--- config.mk ---
export PLATFORM = sky130hd
export DESIGN_NAME = fss_top
export DESIGN_NICKNAME = d
export VERILOG_FILES = /design/src/verilog/fss_pkg.sv /design/src/verilog/fss_irq_cell.sv /design/src/verilog/fss_shift.sv /design/src/verilog/fss_top.sv
export SDC_FILE = /design/constraint.sdc
export NUM_CORES = 1
export LEC_CHECK = 0
export ABC_CLOCK_PERIOD_IN_PS = 5900
export BUFFER_PORTS_ARGS = -buffer_cell sky130_fd_sc_hd__buf_2
export CAP_MARGIN = 20
export CORE_ASPECT_RATIO = 0.5
export CORE_MARGIN = 5
export CORE_UTILIZATION = 57
export DETAILED_ROUTE_END_ITERATION = 10
export PLACE_DENSITY = 0.77
export REMOVE_ABC_BUFFERS = 1
export SLEW_MARGIN = 20
export SYNTH_ARGS = -nofsm -noshare
export SYNTH_HDL_FRONTEND = slang
export SYNTH_SLANG_ARGS = --single-unit
--- constraint.sdc ---
create_clock -name clk_in -period 5.9 [get_ports clk_in]
set_input_delay 1.18 -clock clk_in [delete_from_list [all_inputs] [get_ports clk_in]]
set_output_delay 1.18 -clock clk_in [all_outputs]
set_load 0.1 [all_outputs]
--- src/verilog/fss_pkg.sv ---
// Package for the fast serial channel: register map, bit positions, reset values, timing.
// Assumes a 50 MHz system clock and an APB slave port with 16-bit byte addresses.
package fss_pkg;
  localparam logic [15:0] OFF_CONTROL = 16'h0C00;
  localparam logic [15:0] OFF_FLAGS = 16'h0C04;
  localparam logic [15:0] OFF_STICKY = 16'h0C08;
  localparam logic [15:0] OFF_CLR_EN = 16'h0C0C;
  localparam logic [15:0] OFF_IRQ_EN = 16'h0C10;
  localparam logic [15:0] OFF_IRQ_REQ = 16'h0C14;
  localparam logic [15:0] OFF_TX_DATA = 16'h0C18;
  localparam logic [15:0] OFF_RX_DATA = 16'h0C1C;

  localparam int CTL_UNIT_RX = 0;
  localparam int CTL_SEQ_RX = 1;
  localparam int CTL_UNIT16 = 5;
  localparam int CTL_DMA_RX = 8;
  localparam int CTL_DMA_TX = 9;
  localparam logic [15:0] CTL_WMASK = 16'h0323;
  localparam logic [15:0] CONTROL_RST = 16'h0000;

  localparam int NUM_SRC = 4;
  localparam int SRC_TX_SHIFT = 3;
  localparam int SRC_RX_SHIFT = 2;
  localparam int SRC_TX_BUF = 1;
  localparam int SRC_RX_READ = 0;
  localparam logic [3:0] FLAGS_RST = 4'hA;
  localparam logic [3:0] MASK_RST = 4'h0;

  localparam int CLK_PERIOD_NS = 20;
  localparam int LINK_PERIOD_NS = 160;
  localparam int SCLK_HALF_CYCLES = LINK_PERIOD_NS / (2 * CLK_PERIOD_NS);
  localparam logic [4:0] UNIT8_BITS = 5'h08;
  localparam logic [4:0] UNIT16_BITS = 5'h10;

  typedef enum logic [2:0] {
    FSS_IDLE = 3'b001,
    FSS_LOW = 3'b010,
    FSS_HIGH = 3'b100
  } fss_shift_state_t;
endpackage

--- src/verilog/fss_irq_cell.sv ---
// One interrupt source: edge-set sticky status, gated clear, masked request, DMA one-shot.
// Assumes synchronous raw flag and single-cycle clear strobe on the system clock.
`timescale 1ns/10ps
`default_nettype none
module fss_irq_cell import fss_pkg::*; #(
  parameter logic RAW_RST = 1'b0
) (
  input wire logic clk_in,
  input wire logic rst_b_in,
  input wire logic raw_in,
  input wire logic dma_en_in,
  input wire logic clr_in,
  input wire logic clr_en_in,
  input wire logic irq_en_in,
  output logic sticky_out,
  output logic request_out,
  output logic oneshot_out
);
  logic raw_prev_reg;
  logic rise;

  // Seeded with the flag's reset level so release gives no false edge
  always_ff @(posedge clk_in or negedge rst_b_in) begin
    if (!rst_b_in) begin
      raw_prev_reg <= RAW_RST;
    end else begin
      raw_prev_reg <= raw_in;
    end
  end

  assign rise = raw_in & ~raw_prev_reg;

  // Set beats clear in the same cycle
  always_ff @(posedge clk_in or negedge rst_b_in) begin
    if (!rst_b_in) begin
      sticky_out <= 1'b0;
    end else if (rise && !dma_en_in) begin
      sticky_out <= 1'b1;
    end else if (clr_in && clr_en_in) begin
      sticky_out <= 1'b0;
    end
  end

  always_ff @(posedge clk_in or negedge rst_b_in) begin
    if (!rst_b_in) begin
      request_out <= 1'b0;
    end else begin
      request_out <= sticky_out & irq_en_in;
    end
  end

  // No sticky bit in DMA use, so the DMA never needs to clear one
  always_ff @(posedge clk_in or negedge rst_b_in) begin
    if (!rst_b_in) begin
      oneshot_out <= 1'b0;
    end else begin
      oneshot_out <= rise & dma_en_in;
    end
  end
endmodule
`default_nettype wire

--- src/verilog/fss_shift.sv ---
// Unit shifter: drives the serial clock by division, shifts out MSB first, samples in.
// Assumes a synchronised data input and a start pulse only while idle.
`timescale 1ns/10ps
`default_nettype none
module fss_shift import fss_pkg::*; #(
  parameter int HALF = SCLK_HALF_CYCLES
) (
  input wire logic clk_in,
  input wire logic rst_b_in,
  input wire logic start_in,
  input wire logic unit16_in,
  input wire logic [15:0] data_in,
  input wire logic miso_in,
  output logic busy_out,
  output logic done_out,
  output logic [15:0] rx_data_out,
  output logic sclk_out,
  output logic mosi_out
);
  fss_shift_state_t state_reg;
  logic [7:0] div_reg;
  logic [4:0] bits_reg;
  logic [15:0] sh_reg;
  logic unit16_reg;
  logic half_done;

  if (HALF < 1 || HALF > 255) begin : g_chk
    $error("fss_shift: HALF out of range");
  end

  assign half_done = (div_reg == 8'(HALF - 1));
  assign busy_out = (state_reg != FSS_IDLE);
  assign rx_data_out = unit16_reg ? sh_reg : {8'h00, sh_reg[7:0]};

  always_ff @(posedge clk_in or negedge rst_b_in) begin
    if (!rst_b_in) begin
      state_reg <= FSS_IDLE;
      div_reg <= 8'h00;
      bits_reg <= 5'h00;
      sh_reg <= 16'h0000;
      unit16_reg <= 1'b0;
      sclk_out <= 1'b0;
      mosi_out <= 1'b1;
      done_out <= 1'b0;
    end else begin
      done_out <= 1'b0;
      case (state_reg)
        FSS_IDLE: begin
          if (start_in) begin
            // Size latched here so a later control write cannot corrupt a unit
            unit16_reg <= unit16_in;
            sh_reg <= unit16_in ? data_in : {data_in[7:0], 8'h00};
            bits_reg <= unit16_in ? UNIT16_BITS : UNIT8_BITS;
            mosi_out <= unit16_in ? data_in[15] : data_in[7];
            div_reg <= 8'h00;
            state_reg <= FSS_LOW;
          end
        end
        FSS_LOW: begin
          if (half_done) begin
            div_reg <= 8'h00;
            sclk_out <= 1'b1;
            sh_reg <= {sh_reg[14:0], miso_in};
            state_reg <= FSS_HIGH;
          end else begin
            div_reg <= div_reg + 8'h01;
          end
        end
        FSS_HIGH: begin
          if (half_done) begin
            div_reg <= 8'h00;
            sclk_out <= 1'b0;
            if (bits_reg == 5'h01) begin
              done_out <= 1'b1;
              mosi_out <= 1'b1;
              state_reg <= FSS_IDLE;
            end else begin
              bits_reg <= bits_reg - 5'h01;
              mosi_out <= sh_reg[15];
              state_reg <= FSS_LOW;
            end
          end else begin
            div_reg <= div_reg + 8'h01;
          end
        end
        default: begin
          state_reg <= FSS_IDLE;
        end
      endcase
    end
  end
endmodule
`default_nettype wire

--- src/verilog/fss_top.sv ---
// Fast serial channel core: APB registers, transmit and receive buffering, status and requests.
// Assumes an APB master on clk_in and an external serial peripheral clocked by sclk_out.
`timescale 1ns/10ps
`default_nettype none
module fss_top import fss_pkg::*; #(
  parameter int HALF = SCLK_HALF_CYCLES
) (
  input wire logic clk_in,
  input wire logic rst_b_in,
  input wire logic psel_in,
  input wire logic penable_in,
  input wire logic pwrite_in,
  input wire logic [15:0] paddr_in,
  input wire logic [31:0] pwdata_in,
  output logic [31:0] prdata_out,
  output logic pready_out,
  output logic pslverr_out,
  input wire logic miso_in,
  output logic sclk_out,
  output logic mosi_out,
  output logic [3:0] irq_request_out,
  output logic dma_tx_req_out,
  output logic dma_rx_req_out
);
  logic rst_s1_reg;
  logic rst_b;
  logic miso_s1_reg;
  logic miso_s2_reg;
  logic miso_s3_reg;
  logic miso_reg;
  logic [15:0] control_reg;
  logic [3:0] clr_en_reg;
  logic [3:0] irq_en_reg;
  logic [15:0] tx_buf_reg;
  logic tx_buf_valid_reg;
  logic tx_active_reg;
  logic op_rx_reg;
  logic [15:0] rx_shift_reg;
  logic rx_shift_valid_reg;
  logic [15:0] rx_read_reg;
  logic rx_read_valid_reg;
  logic unit_pending_reg;
  logic [31:0] rd_next;
  logic addr_ok;
  logic acc;
  logic acc_wr;
  logic acc_rd;
  logic eng_busy;
  logic eng_done;
  logic [15:0] eng_rx;
  logic eng_start;
  logic tx_go;
  logic rx_go;
  logic rx_allow;
  logic rx_move;
  logic [3:0] flags;
  logic [3:0] sticky;
  logic [3:0] dma_pulse;
  logic unit_en;
  logic seq_en;
  logic miso_sync;
  logic wr_ctl;
  logic wr_sticky;
  logic wr_clr_en;
  logic wr_irq_en;
  logic wr_tx;
  logic rd_rx;
  logic [3:0] dma_en;
  logic [3:0] sticky_clr;

  // Pin sync lags four edges; a shorter half period samples the previous bit
  if (HALF < 4 || HALF > 255) begin : g_half_chk
    $error("fss_top: HALF out of range");
  end

  // Reset release through two stages
  always_ff @(posedge clk_in or negedge rst_b_in) begin
    if (!rst_b_in) begin
      rst_s1_reg <= 1'b0;
      rst_b <= 1'b0;
    end else begin
      rst_s1_reg <= 1'b1;
      rst_b <= rst_s1_reg;
    end
  end

  // Data pin: three stages, a change counts once stages two and three agree
  always_ff @(posedge clk_in or negedge rst_b) begin
    if (!rst_b) begin
      miso_s1_reg <= 1'b1;
      miso_s2_reg <= 1'b1;
      miso_s3_reg <= 1'b1;
      miso_reg <= 1'b1;
    end else begin
      miso_s1_reg <= miso_in;
      miso_s2_reg <= miso_s1_reg;
      miso_s3_reg <= miso_s2_reg;
      miso_reg <= miso_sync;
    end
  end

  // Used at once: the shifter sees a new bit four edges after the pin moves
  assign miso_sync = (miso_s2_reg == miso_s3_reg) ? miso_s3_reg : miso_reg;

  // APB decode: one wait state, write and read take effect at the pready edge
  assign acc = psel_in & penable_in & pready_out;
  assign acc_wr = acc & pwrite_in & addr_ok;
  assign acc_rd = acc & ~pwrite_in & addr_ok;
  assign unit_en = control_reg[CTL_UNIT_RX];
  assign seq_en = control_reg[CTL_SEQ_RX];
  // One strobe per writable register plus the receive data read, taken at the pready edge
  assign wr_ctl = acc_wr & (paddr_in == OFF_CONTROL);
  assign wr_sticky = acc_wr & (paddr_in == OFF_STICKY);
  assign wr_clr_en = acc_wr & (paddr_in == OFF_CLR_EN);
  assign wr_irq_en = acc_wr & (paddr_in == OFF_IRQ_EN);
  assign wr_tx = acc_wr & (paddr_in == OFF_TX_DATA);
  assign rd_rx = acc_rd & (paddr_in == OFF_RX_DATA);
  assign sticky_clr = wr_sticky ? pwdata_in[3:0] : 4'h0;

  always_comb begin
    addr_ok = 1'b1;
    rd_next = 32'h0000_0000;
    case (paddr_in)
      OFF_CONTROL: rd_next = {16'h0000, control_reg};
      OFF_FLAGS: rd_next = {28'h000_0000, flags};
      OFF_STICKY: rd_next = {28'h000_0000, sticky};
      OFF_CLR_EN: rd_next = {28'h000_0000, clr_en_reg};
      OFF_IRQ_EN: rd_next = {28'h000_0000, irq_en_reg};
      OFF_IRQ_REQ: rd_next = {28'h000_0000, irq_request_out};
      OFF_TX_DATA: rd_next = {16'h0000, tx_buf_reg};
      OFF_RX_DATA: rd_next = {16'h0000, rx_read_reg};
      default: addr_ok = 1'b0;
    endcase
  end

  always_ff @(posedge clk_in or negedge rst_b) begin
    if (!rst_b) begin
      pready_out <= 1'b0;
      pslverr_out <= 1'b0;
      prdata_out <= 32'h0000_0000;
    end else begin
      pready_out <= psel_in & penable_in & ~pready_out;
      pslverr_out <= psel_in & penable_in & ~pready_out & ~addr_ok;
      if (psel_in && penable_in && !pready_out && !pwrite_in) begin
        prdata_out <= rd_next;
      end else begin
        prdata_out <= 32'h0000_0000;
      end
    end
  end

  always_ff @(posedge clk_in or negedge rst_b) begin
    if (!rst_b) begin
      control_reg <= CONTROL_RST;
    end else if (wr_ctl) begin
      control_reg <= pwdata_in[15:0] & CTL_WMASK;
      // Size held while a unit is on the wire
      if (eng_busy) begin
        control_reg[CTL_UNIT16] <= control_reg[CTL_UNIT16];
      end
    end
  end

  always_ff @(posedge clk_in or negedge rst_b) begin
    if (!rst_b) begin
      clr_en_reg <= MASK_RST;
      irq_en_reg <= MASK_RST;
    end else begin
      if (wr_clr_en) begin
        clr_en_reg <= pwdata_in[3:0];
      end
      if (wr_irq_en) begin
        irq_en_reg <= pwdata_in[3:0];
      end
    end
  end

  // Engine arbitration: pending transmit data first, reception otherwise
  assign tx_go = ~eng_busy & tx_buf_valid_reg;
  // Sequential: shift and read stages form the double buffer
  // Unit: one unit at a time, waits for the read stage to drain
  assign rx_allow = seq_en ? ~rx_shift_valid_reg
                           : (unit_en & unit_pending_reg & ~rx_shift_valid_reg
                              & ~rx_read_valid_reg);
  // Not in the done cycle: the finished unit has not yet filled the shift stage
  assign rx_go = ~eng_busy & ~eng_done & ~tx_buf_valid_reg & rx_allow;
  assign eng_start = tx_go | rx_go;
  assign rx_move = rx_shift_valid_reg & ~rx_read_valid_reg;

  // Writes while the buffer is full are dropped; software paces by the flags
  always_ff @(posedge clk_in or negedge rst_b) begin
    if (!rst_b) begin
      tx_buf_reg <= 16'h0000;
      tx_buf_valid_reg <= 1'b0;
    end else if (tx_go) begin
      tx_buf_valid_reg <= 1'b0;
    end else if (wr_tx && !tx_buf_valid_reg) begin
      tx_buf_reg <= pwdata_in[15:0];
      tx_buf_valid_reg <= 1'b1;
    end
  end

  always_ff @(posedge clk_in or negedge rst_b) begin
    if (!rst_b) begin
      tx_active_reg <= 1'b0;
      op_rx_reg <= 1'b0;
    end else if (eng_start) begin
      tx_active_reg <= tx_go;
      op_rx_reg <= rx_go;
    end else if (eng_done) begin
      tx_active_reg <= 1'b0;
    end
  end

  // Set wins over a same-cycle clear
  always_ff @(posedge clk_in or negedge rst_b) begin
    if (!rst_b) begin
      unit_pending_reg <= 1'b0;
    end else if (wr_ctl && pwdata_in[CTL_UNIT_RX]) begin
      unit_pending_reg <= 1'b1;
    end else if (rd_rx && unit_en) begin
      unit_pending_reg <= 1'b1;
    end else if (rx_go) begin
      unit_pending_reg <= 1'b0;
    end
  end

  always_ff @(posedge clk_in or negedge rst_b) begin
    if (!rst_b) begin
      rx_shift_reg <= 16'h0000;
      rx_shift_valid_reg <= 1'b0;
    end else if (eng_done && op_rx_reg) begin
      rx_shift_reg <= eng_rx;
      rx_shift_valid_reg <= 1'b1;
    end else if (rx_move) begin
      rx_shift_valid_reg <= 1'b0;
    end
  end

  // Move into the read stage wins over a read of an already empty stage
  always_ff @(posedge clk_in or negedge rst_b) begin
    if (!rst_b) begin
      rx_read_reg <= 16'h0000;
      rx_read_valid_reg <= 1'b0;
    end else if (rx_move) begin
      rx_read_reg <= rx_shift_reg;
      rx_read_valid_reg <= 1'b1;
    end else if (rd_rx) begin
      rx_read_valid_reg <= 1'b0;
    end
  end

  // Raw flags straight from the internal conditions
  assign flags[SRC_TX_SHIFT] = ~tx_active_reg;
  assign flags[SRC_RX_SHIFT] = rx_shift_valid_reg;
  assign flags[SRC_TX_BUF] = ~tx_buf_valid_reg;
  assign flags[SRC_RX_READ] = rx_read_valid_reg;

  fss_shift #(
    .HALF(HALF)
  ) u_shift (
    .clk_in(clk_in),
    .rst_b_in(rst_b),
    .start_in(eng_start),
    .unit16_in(control_reg[CTL_UNIT16]),
    .data_in(tx_go ? tx_buf_reg : 16'hFFFF),
    .miso_in(miso_sync),
    .busy_out(eng_busy),
    .done_out(eng_done),
    .rx_data_out(eng_rx),
    .sclk_out(sclk_out),
    .mosi_out(mosi_out)
  );

  // Only the two buffer sources can feed the DMA
  always_comb begin
    dma_en = 4'h0;
    dma_en[SRC_TX_BUF] = control_reg[CTL_DMA_TX];
    dma_en[SRC_RX_READ] = control_reg[CTL_DMA_RX];
  end

  // One cell per source, each seeded with its own flag's reset level
  for (genvar i = 0; i < NUM_SRC; i++) begin : g_src
    fss_irq_cell #(
      .RAW_RST(FLAGS_RST[i])
    ) u_cell (
      .clk_in(clk_in),
      .rst_b_in(rst_b),
      .raw_in(flags[i]),
      .dma_en_in(dma_en[i]),
      .clr_in(sticky_clr[i]),
      .clr_en_in(clr_en_reg[i]),
      .irq_en_in(irq_en_reg[i]),
      .sticky_out(sticky[i]),
      .request_out(irq_request_out[i]),
      .oneshot_out(dma_pulse[i])
    );
  end

  assign dma_tx_req_out = dma_pulse[SRC_TX_BUF];
  assign dma_rx_req_out = dma_pulse[SRC_RX_READ];
endmodule
`default_nettype wire

Yosys cells after proc, flatten, opt, wreduce, memory -nomap -nowiden
Index checks and enable logic that the tools add are counted.
{ "word_totals": {"regBits": 157, "output_inout_bits": 42, "in_bits": 54} }
{ "op_classes": {"bitwise_logic": 47, "reduce_logical": 42, "eq_ne": 19, "mux": 55, "addsub": 2} }
{ "ops": {"columns": ["operator", "count"], "rows": [
  ["equality test 16 x 12 -> 1 bit (second input constant)", 8],
  ["case mux 16 bit (8 select lines)", 1],
  ["two-way mux 16 bit", 5],
  ["bitwise AND 1 bit", 32],
  ["two-way mux 32 bit", 1],
  ["case mux 16 bit (2 select lines)", 1],
  ["two-way mux 1 bit", 31],
  ["nonzero test 2 bit", 12],
  ["two-way mux 5 bit", 4],
  ["two-way mux 8 bit", 2],
  ["case mux 8 bit (2 select lines)", 1],
  ["NOT 1 bit", 14],
  ["logical AND 1 bit", 13],
  ["AND reduction 3 bit", 4],
  ["case mux 5 bit (2 select lines)", 1],
  ["two-way mux 3 bit", 3],
  ["case mux 3 bit (3 select lines)", 1],
  ["adder 8 x 1 -> 8 bit (second input constant)", 1],
  ["equality test 8 x 2 -> 1 bit (second input constant)", 1],
  ["AND reduction 2 bit", 4],
  ["OR reduction 8 bit", 1],
  ["equality test 5 x 1 -> 1 bit (second input constant)", 1],
  ["logical NOT 1 bit", 5],
  ["subtractor 5 x 1 -> 5 bit (second input constant)", 1],
  ["14 further kinds", 17]
]} }

Longest topological paths before layout
Gate-level depths: netlist of run 1.
{ "logic_depth": {"word_depth": 9, "depth_mapped": 8} }

Cells and area by module
A second synthesis of run 1 with hierarchy kept.
{ "unflattened": {"hier_cells": 612, "hier_area_um2": 6902.9} }
{ "modules_own_cells": {"columns": ["mod", "seq_area_each_um2", "cells_each", "area_each_um2", "instances"], "rows": [
  ["fss_top", 2282.2, 330, 4165.2, 1],
  ["fss_shift", 903.4, 242, 2149.6, 1],
  ["fss_irq_cell (g_src[1].u_cell ...)", 101.3, 10, 147.6, 2],
  ["fss_irq_cell (g_src[0].u_cell ...)", 100.1, 10, 146.4, 2]
]} }

Least setup slack after synthesis of run 1
No wires, ideal clock.
{ "synth_path": {"path_type": "in2reg", "start": "input paddr_in[4]", "end": "register irq_en_reg[0]", "n_path_buf": 1, "arrival_time_ns": 3.107, "cell_stages": 5, "path_slack_ns": 2.668, "setup_ns": 0.125, "path_cell_list": "buf_4 > or4b_2 > or4_1 > nor4_4 > mux2_2"} }
{ "synth_between": {"elab_chain_cells": 5, "elab_cells_between_ends": 12, "classes_between": "8 x eq/ne; 1 x mux; 2 x bitwise; 1 x reduce/logical"} }
{ "synth_rtl": {"columns": ["item", "line_no", "rtl"], "rows": [
  ["start, declared", "fss_top.sv:13", "input wire logic [15:0] paddr_in,"],
  ["equality test 16 x 12 -> 1 bit (on tied branches)", "fss_top.sv:123, fss_top.sv:115", null],
  ["OR reduction 8 bit (no line)", null, null],
  ["two-way mux 1 bit", "fss_top.sv:123", "case (paddr_in)"],
  ["bitwise AND 1 bit", "fss_top.sv:107", "assign acc_wr = acc & pwrite_in & addr_ok;"],
  ["bitwise AND 1 bit *", "fss_top.sv:115", "assign wr_irq_en = acc_wr & (paddr_in == OFF_IRQ_EN);"],
  ["end signal, assigned", "fss_top.sv:173", "irq_en_reg <= pwdata_in[3:0];"],
  ["end, declared", "fss_top.sv:33", "logic [3:0] irq_en_reg;"]
]} }
Every way passes the cells marked *; elsewhere a longest branch is shown, timed or not.
A chain may end at the register's enable or synchronous reset.

Final worst setup path of run 1
{ "layout_path": {"start": "input paddr_in[5]", "end": "register tx_buf_reg[7]"} }
{ "layout_between": {"elab_chain_cells": 7, "elab_cells_between_ends": 14, "classes_between": "8 x eq/ne; 1 x mux; 2 x bitwise; 3 x reduce/logical"} }
{ "layout_rtl": {"columns": ["item", "line_no", "rtl"], "rows": [
  ["equality test 16 x 12 -> 1 bit (on tied branches)", "fss_top.sv:123, fss_top.sv:116", null],
  ["OR reduction 8 bit (no line)", null, null],
  ["two-way mux 1 bit", "fss_top.sv:123", null],
  ["bitwise AND 1 bit", "fss_top.sv:107", null],
  ["bitwise AND 1 bit *", "fss_top.sv:116", "assign wr_tx = acc_wr & (paddr_in == OFF_TX_DATA);"],
  ["logical AND 1 bit *", "fss_top.sv:197", "end else if (wr_tx && !tx_buf_valid_reg) begin"],
  ["AND reduction 2 bit (no line) *", null, null],
  ["end signal, assigned", "fss_top.sv:198", "tx_buf_reg <= pwdata_in[15:0];"],
  ["end, declared", "fss_top.sv:34", "logic [15:0] tx_buf_reg;"]
]} }
Marked as above.

==> results.cfg, run 1 <==
[critical_path]
criticalPathCategory = in -> reg
cp.required_ns = 6.19
slowest_delay_ns = 0.81
cp_top_family = simple AND/OR/NAND/NOR gates
r2r_end = u_shift.bits_reg[4]
cpMaxStageDelayCell = and3_1
cp-end-kind = register
worst-path-stages = 6
r2r-start = u_shift.state_reg[0]
cp.arrival_ns = 4.07
critPathBufInv = 1
cp-start-kind = input port
rr_worst_depth = 5
crit_chain = buf_2 > or4_4 > nor4_2 > and3_1 > nand2_4 > mux2_4
reg2reg_setup_slack_ns = 3.10
crit_fanout = 17

[min_path]
min_path_type = reg -> reg
min_delay_path_depth = 0
min_from = rst_s1_reg
holdPathEnd = rst_b

[yosys]
yosys.area.top_type = dfrtp_1
synth_cell_types = 63
synth_seq_area_share_pct = 55.3
ys_async_sr_fraction_pct = 100
synthesis.area_mm2 = 0.00640
synth_edf_count = 0
netlist_instances = 563
syn_area_per_cell_um2 = 11.4
ys_ff_latch = 141
synth.top_cell.area_share_pct = 52.0
ys.flop_type = dfrtp_1
yosysWarnings = 0
synthTopCellsByArea = dfrtp_1 (52%), mux2_2 (9.1%), nand2_1 (3.6%)

[drt]
viasPerCell = 5.98
drt-total-wl_um = 14900
wl_per_cell_um = 19.2
drc = 0
first_pass_iters = 5
vias = 4637
ant_nets = 0
drt_iter0_drc = 306

[clock_network]
htree_levels = 4
numCtsBuffers = 17
cts_tree = built
clkLatencyLatePin_ns = 0.41
root_buffer = clkbuf_16
clock-sinks = 141
cts_buffer_depth = 2
cts_setup_buffers = 0
hold_buffers = 0
cts.clk_slew.worst_paths_ns = 0.06
cts-resized-gates = 0

[placed_design]
port_buffers = 63
gp_congestion = 0.935
dpl.hpwl_um = 9670
place_ws_ns = 1.73
dpl.cell_count = 743

[job]
cap_violations = 0

[global_route]
grt_pass1_vias = 4694
grt_use_total_pct = 22.7
overflow = 0
grt_max_degree = 76
antenna_found_initial = 0
grt_pass1_wl_um = 24500

[floorplan]
chipHeight_um = 84.9
design.core.area_mm2 = 0.0110
die-area_mm2 = 0.0136
rows = 27
start_util_pct = 58.3
die_w_um = 160
ioPinCount = 96

[power]
peakVddDrop_v = 0.000191
p_per_area_mw_per_mm2 = 308
p_leak_uw = 0.00359

[timing]
worstMarginPinSlew_ns = 1.08
fin_crit_sh_pct = 64.1
final-hold-violation-count = 0
rsz0062_at_grt = false
clock-skew-final_ns = 0.00652
setup-violations-final = 0
fin_ws_ns = 2.12
setup_tns_ns = 0
final-max-slew-violation-count = 0
max_freq_mhz = 265
relSlewSlack_pct = 27.6
min_period_ns = 3.78

[layout]
layout_common_cells = dfrtp_1 (132), buf_2 (64), nand2_1 (61)
area_growth_pct = 15.3
drive_gt1_share_pct = 29.0
layout_commonest_cell = dfrtp_1
diodes = 0
nNetsFinal = 674
stdcell_count = 775

[status]
status = completed
worst register-to-register path: cells and delay by family (launching register included):
kind / cells / cell delay, ns
flops: 1 / 0.57
compound gates: 4 / 1.28
simple gates: 1 / 0.82
layout make-up:
cell class,instances,area [µm²]
Tap cell,145,181
Clock buffer,21,470
Fill cell,767,3600
Timing Repair Buffer,67,343
Multi-Input combinational cell,383,2630
Inverter,7,26.3
Sequential cell,141,3540
Clock inverter,11,188
cell usage after synthesis, types with 7 or more instances:
| cell type | count |
|---|---|
| a21oi_1 | 15 |
| a22oi_1 | 14 |
| a2bb2oi_1 | 9 |
| buf_4 | 21 |
| clkbuf_1 | 21 |
| dfrtp_1 | 133 |
| dfstp_2 | 8 |
| inv_1 | 7 |
| mux2_2 | 52 |
| mux2_4 | 9 |
| mux2i_1 | 8 |
| nand2_1 | 61 |
| nand3_1 | 7 |
| nor2_1 | 39 |
| o21ai_0 | 41 |
| o22ai_1 | 8 |
logic make-up after synthesis:
group / synth area share (%)
xor gates and xnor gates: 0.411
and+or+nand+nor: 14.6
muxes: 12.5
buffers and inverters: 4.57
DFF: 55.3
AOI/OAI and AO/OA: 11.7
adders and majority gates: 0.743
other: 0.117
per-stage QoR:
stage / util, % / hold WS, ns / instance area (µm²) / total power [µW]
2_1_floorplan: - / 0.331 / 6190 / 1070
3_3_place_gp: 61.2 / 0.340 / 6710 / 1100
3_5_place_dp: 61.2 / 0.345 / 6720 / 1100
4_1_cts: 67.2 / 0.357 / 7380 / 2280
5_1_grt: 67.2 / 0.365 / 7380 / 2330
6_report: 67.2 / 0.355 / 7380 / 2270
where the power goes:
group          internal (µW)  switching, µW  leakage, µW  total (µW)
logic                   17.1           80.5      0.00141        97.7
clock network            783            402     0.000327        1180
registers                976           14.1      0.00185         990
total                   1780            496      0.00359        2270
worst max-delay path by stage:
| stage | end | start |
|---|---|---|
| finish | tx_buf_reg[7] | paddr_in[5] |
| CTS | tx_buf_reg[6] | paddr_in[5] |
| global placement | tx_buf_reg[14] | paddr_in[5] |
| floorplan | clr_en_reg[0] | rst_b |
| global route | tx_buf_reg[13] | paddr_in[5] |
| detailed placement | tx_buf_reg[10] | paddr_in[5] |
layer usage:
metal  global-route usage (%)  up-vias  wire, µm
li1                         -     2103         -
met1                     31.4     2304      6660
met2                     35.4      207      6870
met3                     6.45       23      1090
met4                     6.64        0       268
met5                        0        -         0
No activity file was read; power rests on OpenSTA's default activity.
==> inputs of run 2 (changes only) <==
--- a/config.mk
+++ b/config.mk
@@ -5,7 +5,8 @@
 export SDC_FILE = /design/constraint.sdc
 export NUM_CORES = 1
 export LEC_CHECK = 0
-export ABC_CLOCK_PERIOD_IN_PS = 5900
+export ABC_AREA = 1
+export ABC_CLOCK_PERIOD_IN_PS = 3600
 export BUFFER_PORTS_ARGS = -buffer_cell sky130_fd_sc_hd__buf_2
 export CAP_MARGIN = 20
 export CORE_ASPECT_RATIO = 0.5
==> constraint.sdc (replaced) <==
create_clock -name clk_in -period 3.6 [get_ports clk_in]
set_input_delay 0.72 -clock clk_in [delete_from_list [all_inputs] [get_ports clk_in]]
set_output_delay 0.72 -clock clk_in [all_outputs]
set_load 0.1 [all_outputs]
==> results.cfg, run 2 <==
[status]
status = completed

[yosys]
yosysWarnings = 0
synthesis.area_mm2 = 0.00634
synth_cell_types = 39
synthTopCellsByArea = dfrtp_1 (53%), nand2_1 (11%), inv_1 (4.1%)
synth_common_cells = nand2_1 (191), dfrtp_1 (133), inv_1 (69)
ys.flop_type = dfrtp_1
yosysMostFrequentCell = nand2_1
ys_async_sr_fraction_pct = 100
synth_seq_area_share_pct = 55.8
yosys.area.top_type = dfrtp_1
netlist_instances = 706
syn_area_per_cell_um2 = 8.98
ys_ff_latch = 141
synth.top_cell.area_share_pct = 52.5
synth_edf_count = 0

[timing]
fin_crit_sh_pct = 64.8
min_period_ns = 2.33
rsz0062_at_grt = false
final-hold-violation-count = 0
worstMarginPinSlew_ns = 0.848
max_freq_mhz = 428
setup-violations-final = 0
hold_ws_ns = 0.0703
clock-skew-final_ns = 0.00826
final-max-slew-violation-count = 0
relSlewSlack_pct = 43.3
fin_ws_ns = 1.27
setup_tns_ns = 0

[critical_path]
cp-end-kind = register
r2r_end = u_shift.sh_reg[10]
crit_fanout = 17
reg2reg_setup_slack_ns = 1.40
slowest_delay_ns = 0.30
r2r-start = u_shift.state_reg[0]
endpoint = tx_buf_reg[0]
cp-start-kind = input port
rr_worst_depth = 10
cpMaxStageDelayCell = nor2_4
cp.arrival_ns = 2.64
crit_chain = buf_2 > nor2_1 > nand2_1 > nor2_4 > nand2_1 > nand2_1 > nor2_1 > nand2_4 > nand2_4 > inv_4 > nand2_4 > nand2_1 > nand2_1
criticalPathCategory = in -> reg
cp_common_cell = nand2_1
cp.required_ns = 3.91
cp-startpoint = paddr_in[15]

[layout]
nNetsFinal = 828
layout_commonest_cell = nand2_1
drive_gt1_share_pct = 17.9
diodes = 0
layout_common_cells = nand2_1 (190), dfrtp_1 (132), inv_1 (69)
area_growth_pct = 16.0
fillCellCount = 873

[power]
peakVddDrop_v = 0.000275
p_leak_uw = 0.00371
p_per_area_mw_per_mm2 = 494

[global_route]
grt_pass1_wl_um = 24900
grt_pass1_vias = 4994
antenna_found_initial = 0
grt_max_degree = 82
overflow = 0
grt_use_total_pct = 23.0

[drt]
drt_iter0_drc = 406
ant_nets = 0
drc = 0
viasPerCell = 5.47
first_pass_iters = 6
wl_per_cell_um = 15.8
drt-total-wl_um = 14700
vias = 5086

[placed_design]
dpl.hpwl_um = 9540
gp_congestion = 0.872
port_buffers = 63
place_ws_ns = 0.882

[clock_network]
cts_buffer_depth = 2
clock-sinks = 141
clkLatencyLatePin_ns = 0.42
hold_buffers = 0
numCtsBuffers = 17
cts.clk_slew.worst_paths_ns = 0.06
htree_levels = 4
cts_tree = built
root_buffer = clkbuf_16
cts_setup_buffers = 0
cts-resized-gates = 0

[job]
cap_violations = 0

[floorplan]
ioPinCount = 96
start_util_pct = 57.9
design.core.area_mm2 = 0.0109
die-area_mm2 = 0.0135
chipHeight_um = 84.6
rows = 27
die_w_um = 159

[min_path]
min_path_type = in -> async
## run 2: cell families after synthesis
kind of cell	count (synthesis)	share of synthesized area (%)
compound gates	108	10.3
xor+xnor	3	0.415
fa+ha+maj	4	0.750
buf+inv	112	8.13
flops	141	55.8
mux	22	3.91
other cells	2	0.119
simple gates	314	20.6
## run 2: worst min path at each step
stage / slack [ns] / cells past startpoint / start / endpoint
finish: 0.07 / 1 / rst_b_in / rst_b
floorplan: 0.33 / 0 / rst_s1_reg / rst_b
CTS: 0.06 / 1 / rst_b_in / rst_b
global placement: 0.34 / 0 / rst_s1_reg / rst_b
detailed placement: 0.34 / 0 / rst_s1_reg / rst_b
global route: 0.06 / 1 / rst_b_in / rst_b
## run 2: per-layer routing
layer | up-vias | global-route usage [%] | routed length [µm] | part of all wire (%)
met5 | - | 0 | 0 | 0
met3 | 29 | 6.33 | 1170 | 8.0
met4 | 0 | 7.89 | 240 | 1.6
met2 | 196 | 35.7 | 6760 | 46
met1 | 2459 | 31.6 | 6520 | 44
li1 | 2402 | - | - | -
## run 2: final cells by class
class	instances	area [µm²]	share of cell area, %
Timing Repair Buffer	69	373	5.07
Sequential cell	141	3540	48.2
Clock inverter	10	165	2.25
Multi-Input combinational cell	468	2340	31.9
Clock buffer	22	464	6.32
Tap cell	145	181	2.47
Inverter	74	280	3.81
## run 2: per-stage QoR
| stage | instance area (µm²) | util (%) | total power, µW | cells |
|---|---|---|---|---|
| floorplan | 6160 | - | 1750 | 683 |
| global placement | 6720 | 61.4 | 1790 | 897 |
| detailed placement | 6720 | 61.4 | 1800 | 897 |
| CTS | 7350 | 67.1 | 3650 | 929 |
| global route | 7350 | 67.1 | 3750 | 929 |
| finish | 7350 | 67.1 | 3630 | 929 |
## run 2: critical path: cells and delay by family
kind | cells | cell delay (ns)
buf+inv | 2 | 0.34
simple gates | 11 | 1.57
## run 2: report_power, final
part | internal [µW] | leakage (µW) | switching, µW
clock network | 1200 | 0.000297 | 666
registers | 1600 | 0.00178 | 16.2
logic | 24.4 | 0.00164 | 126
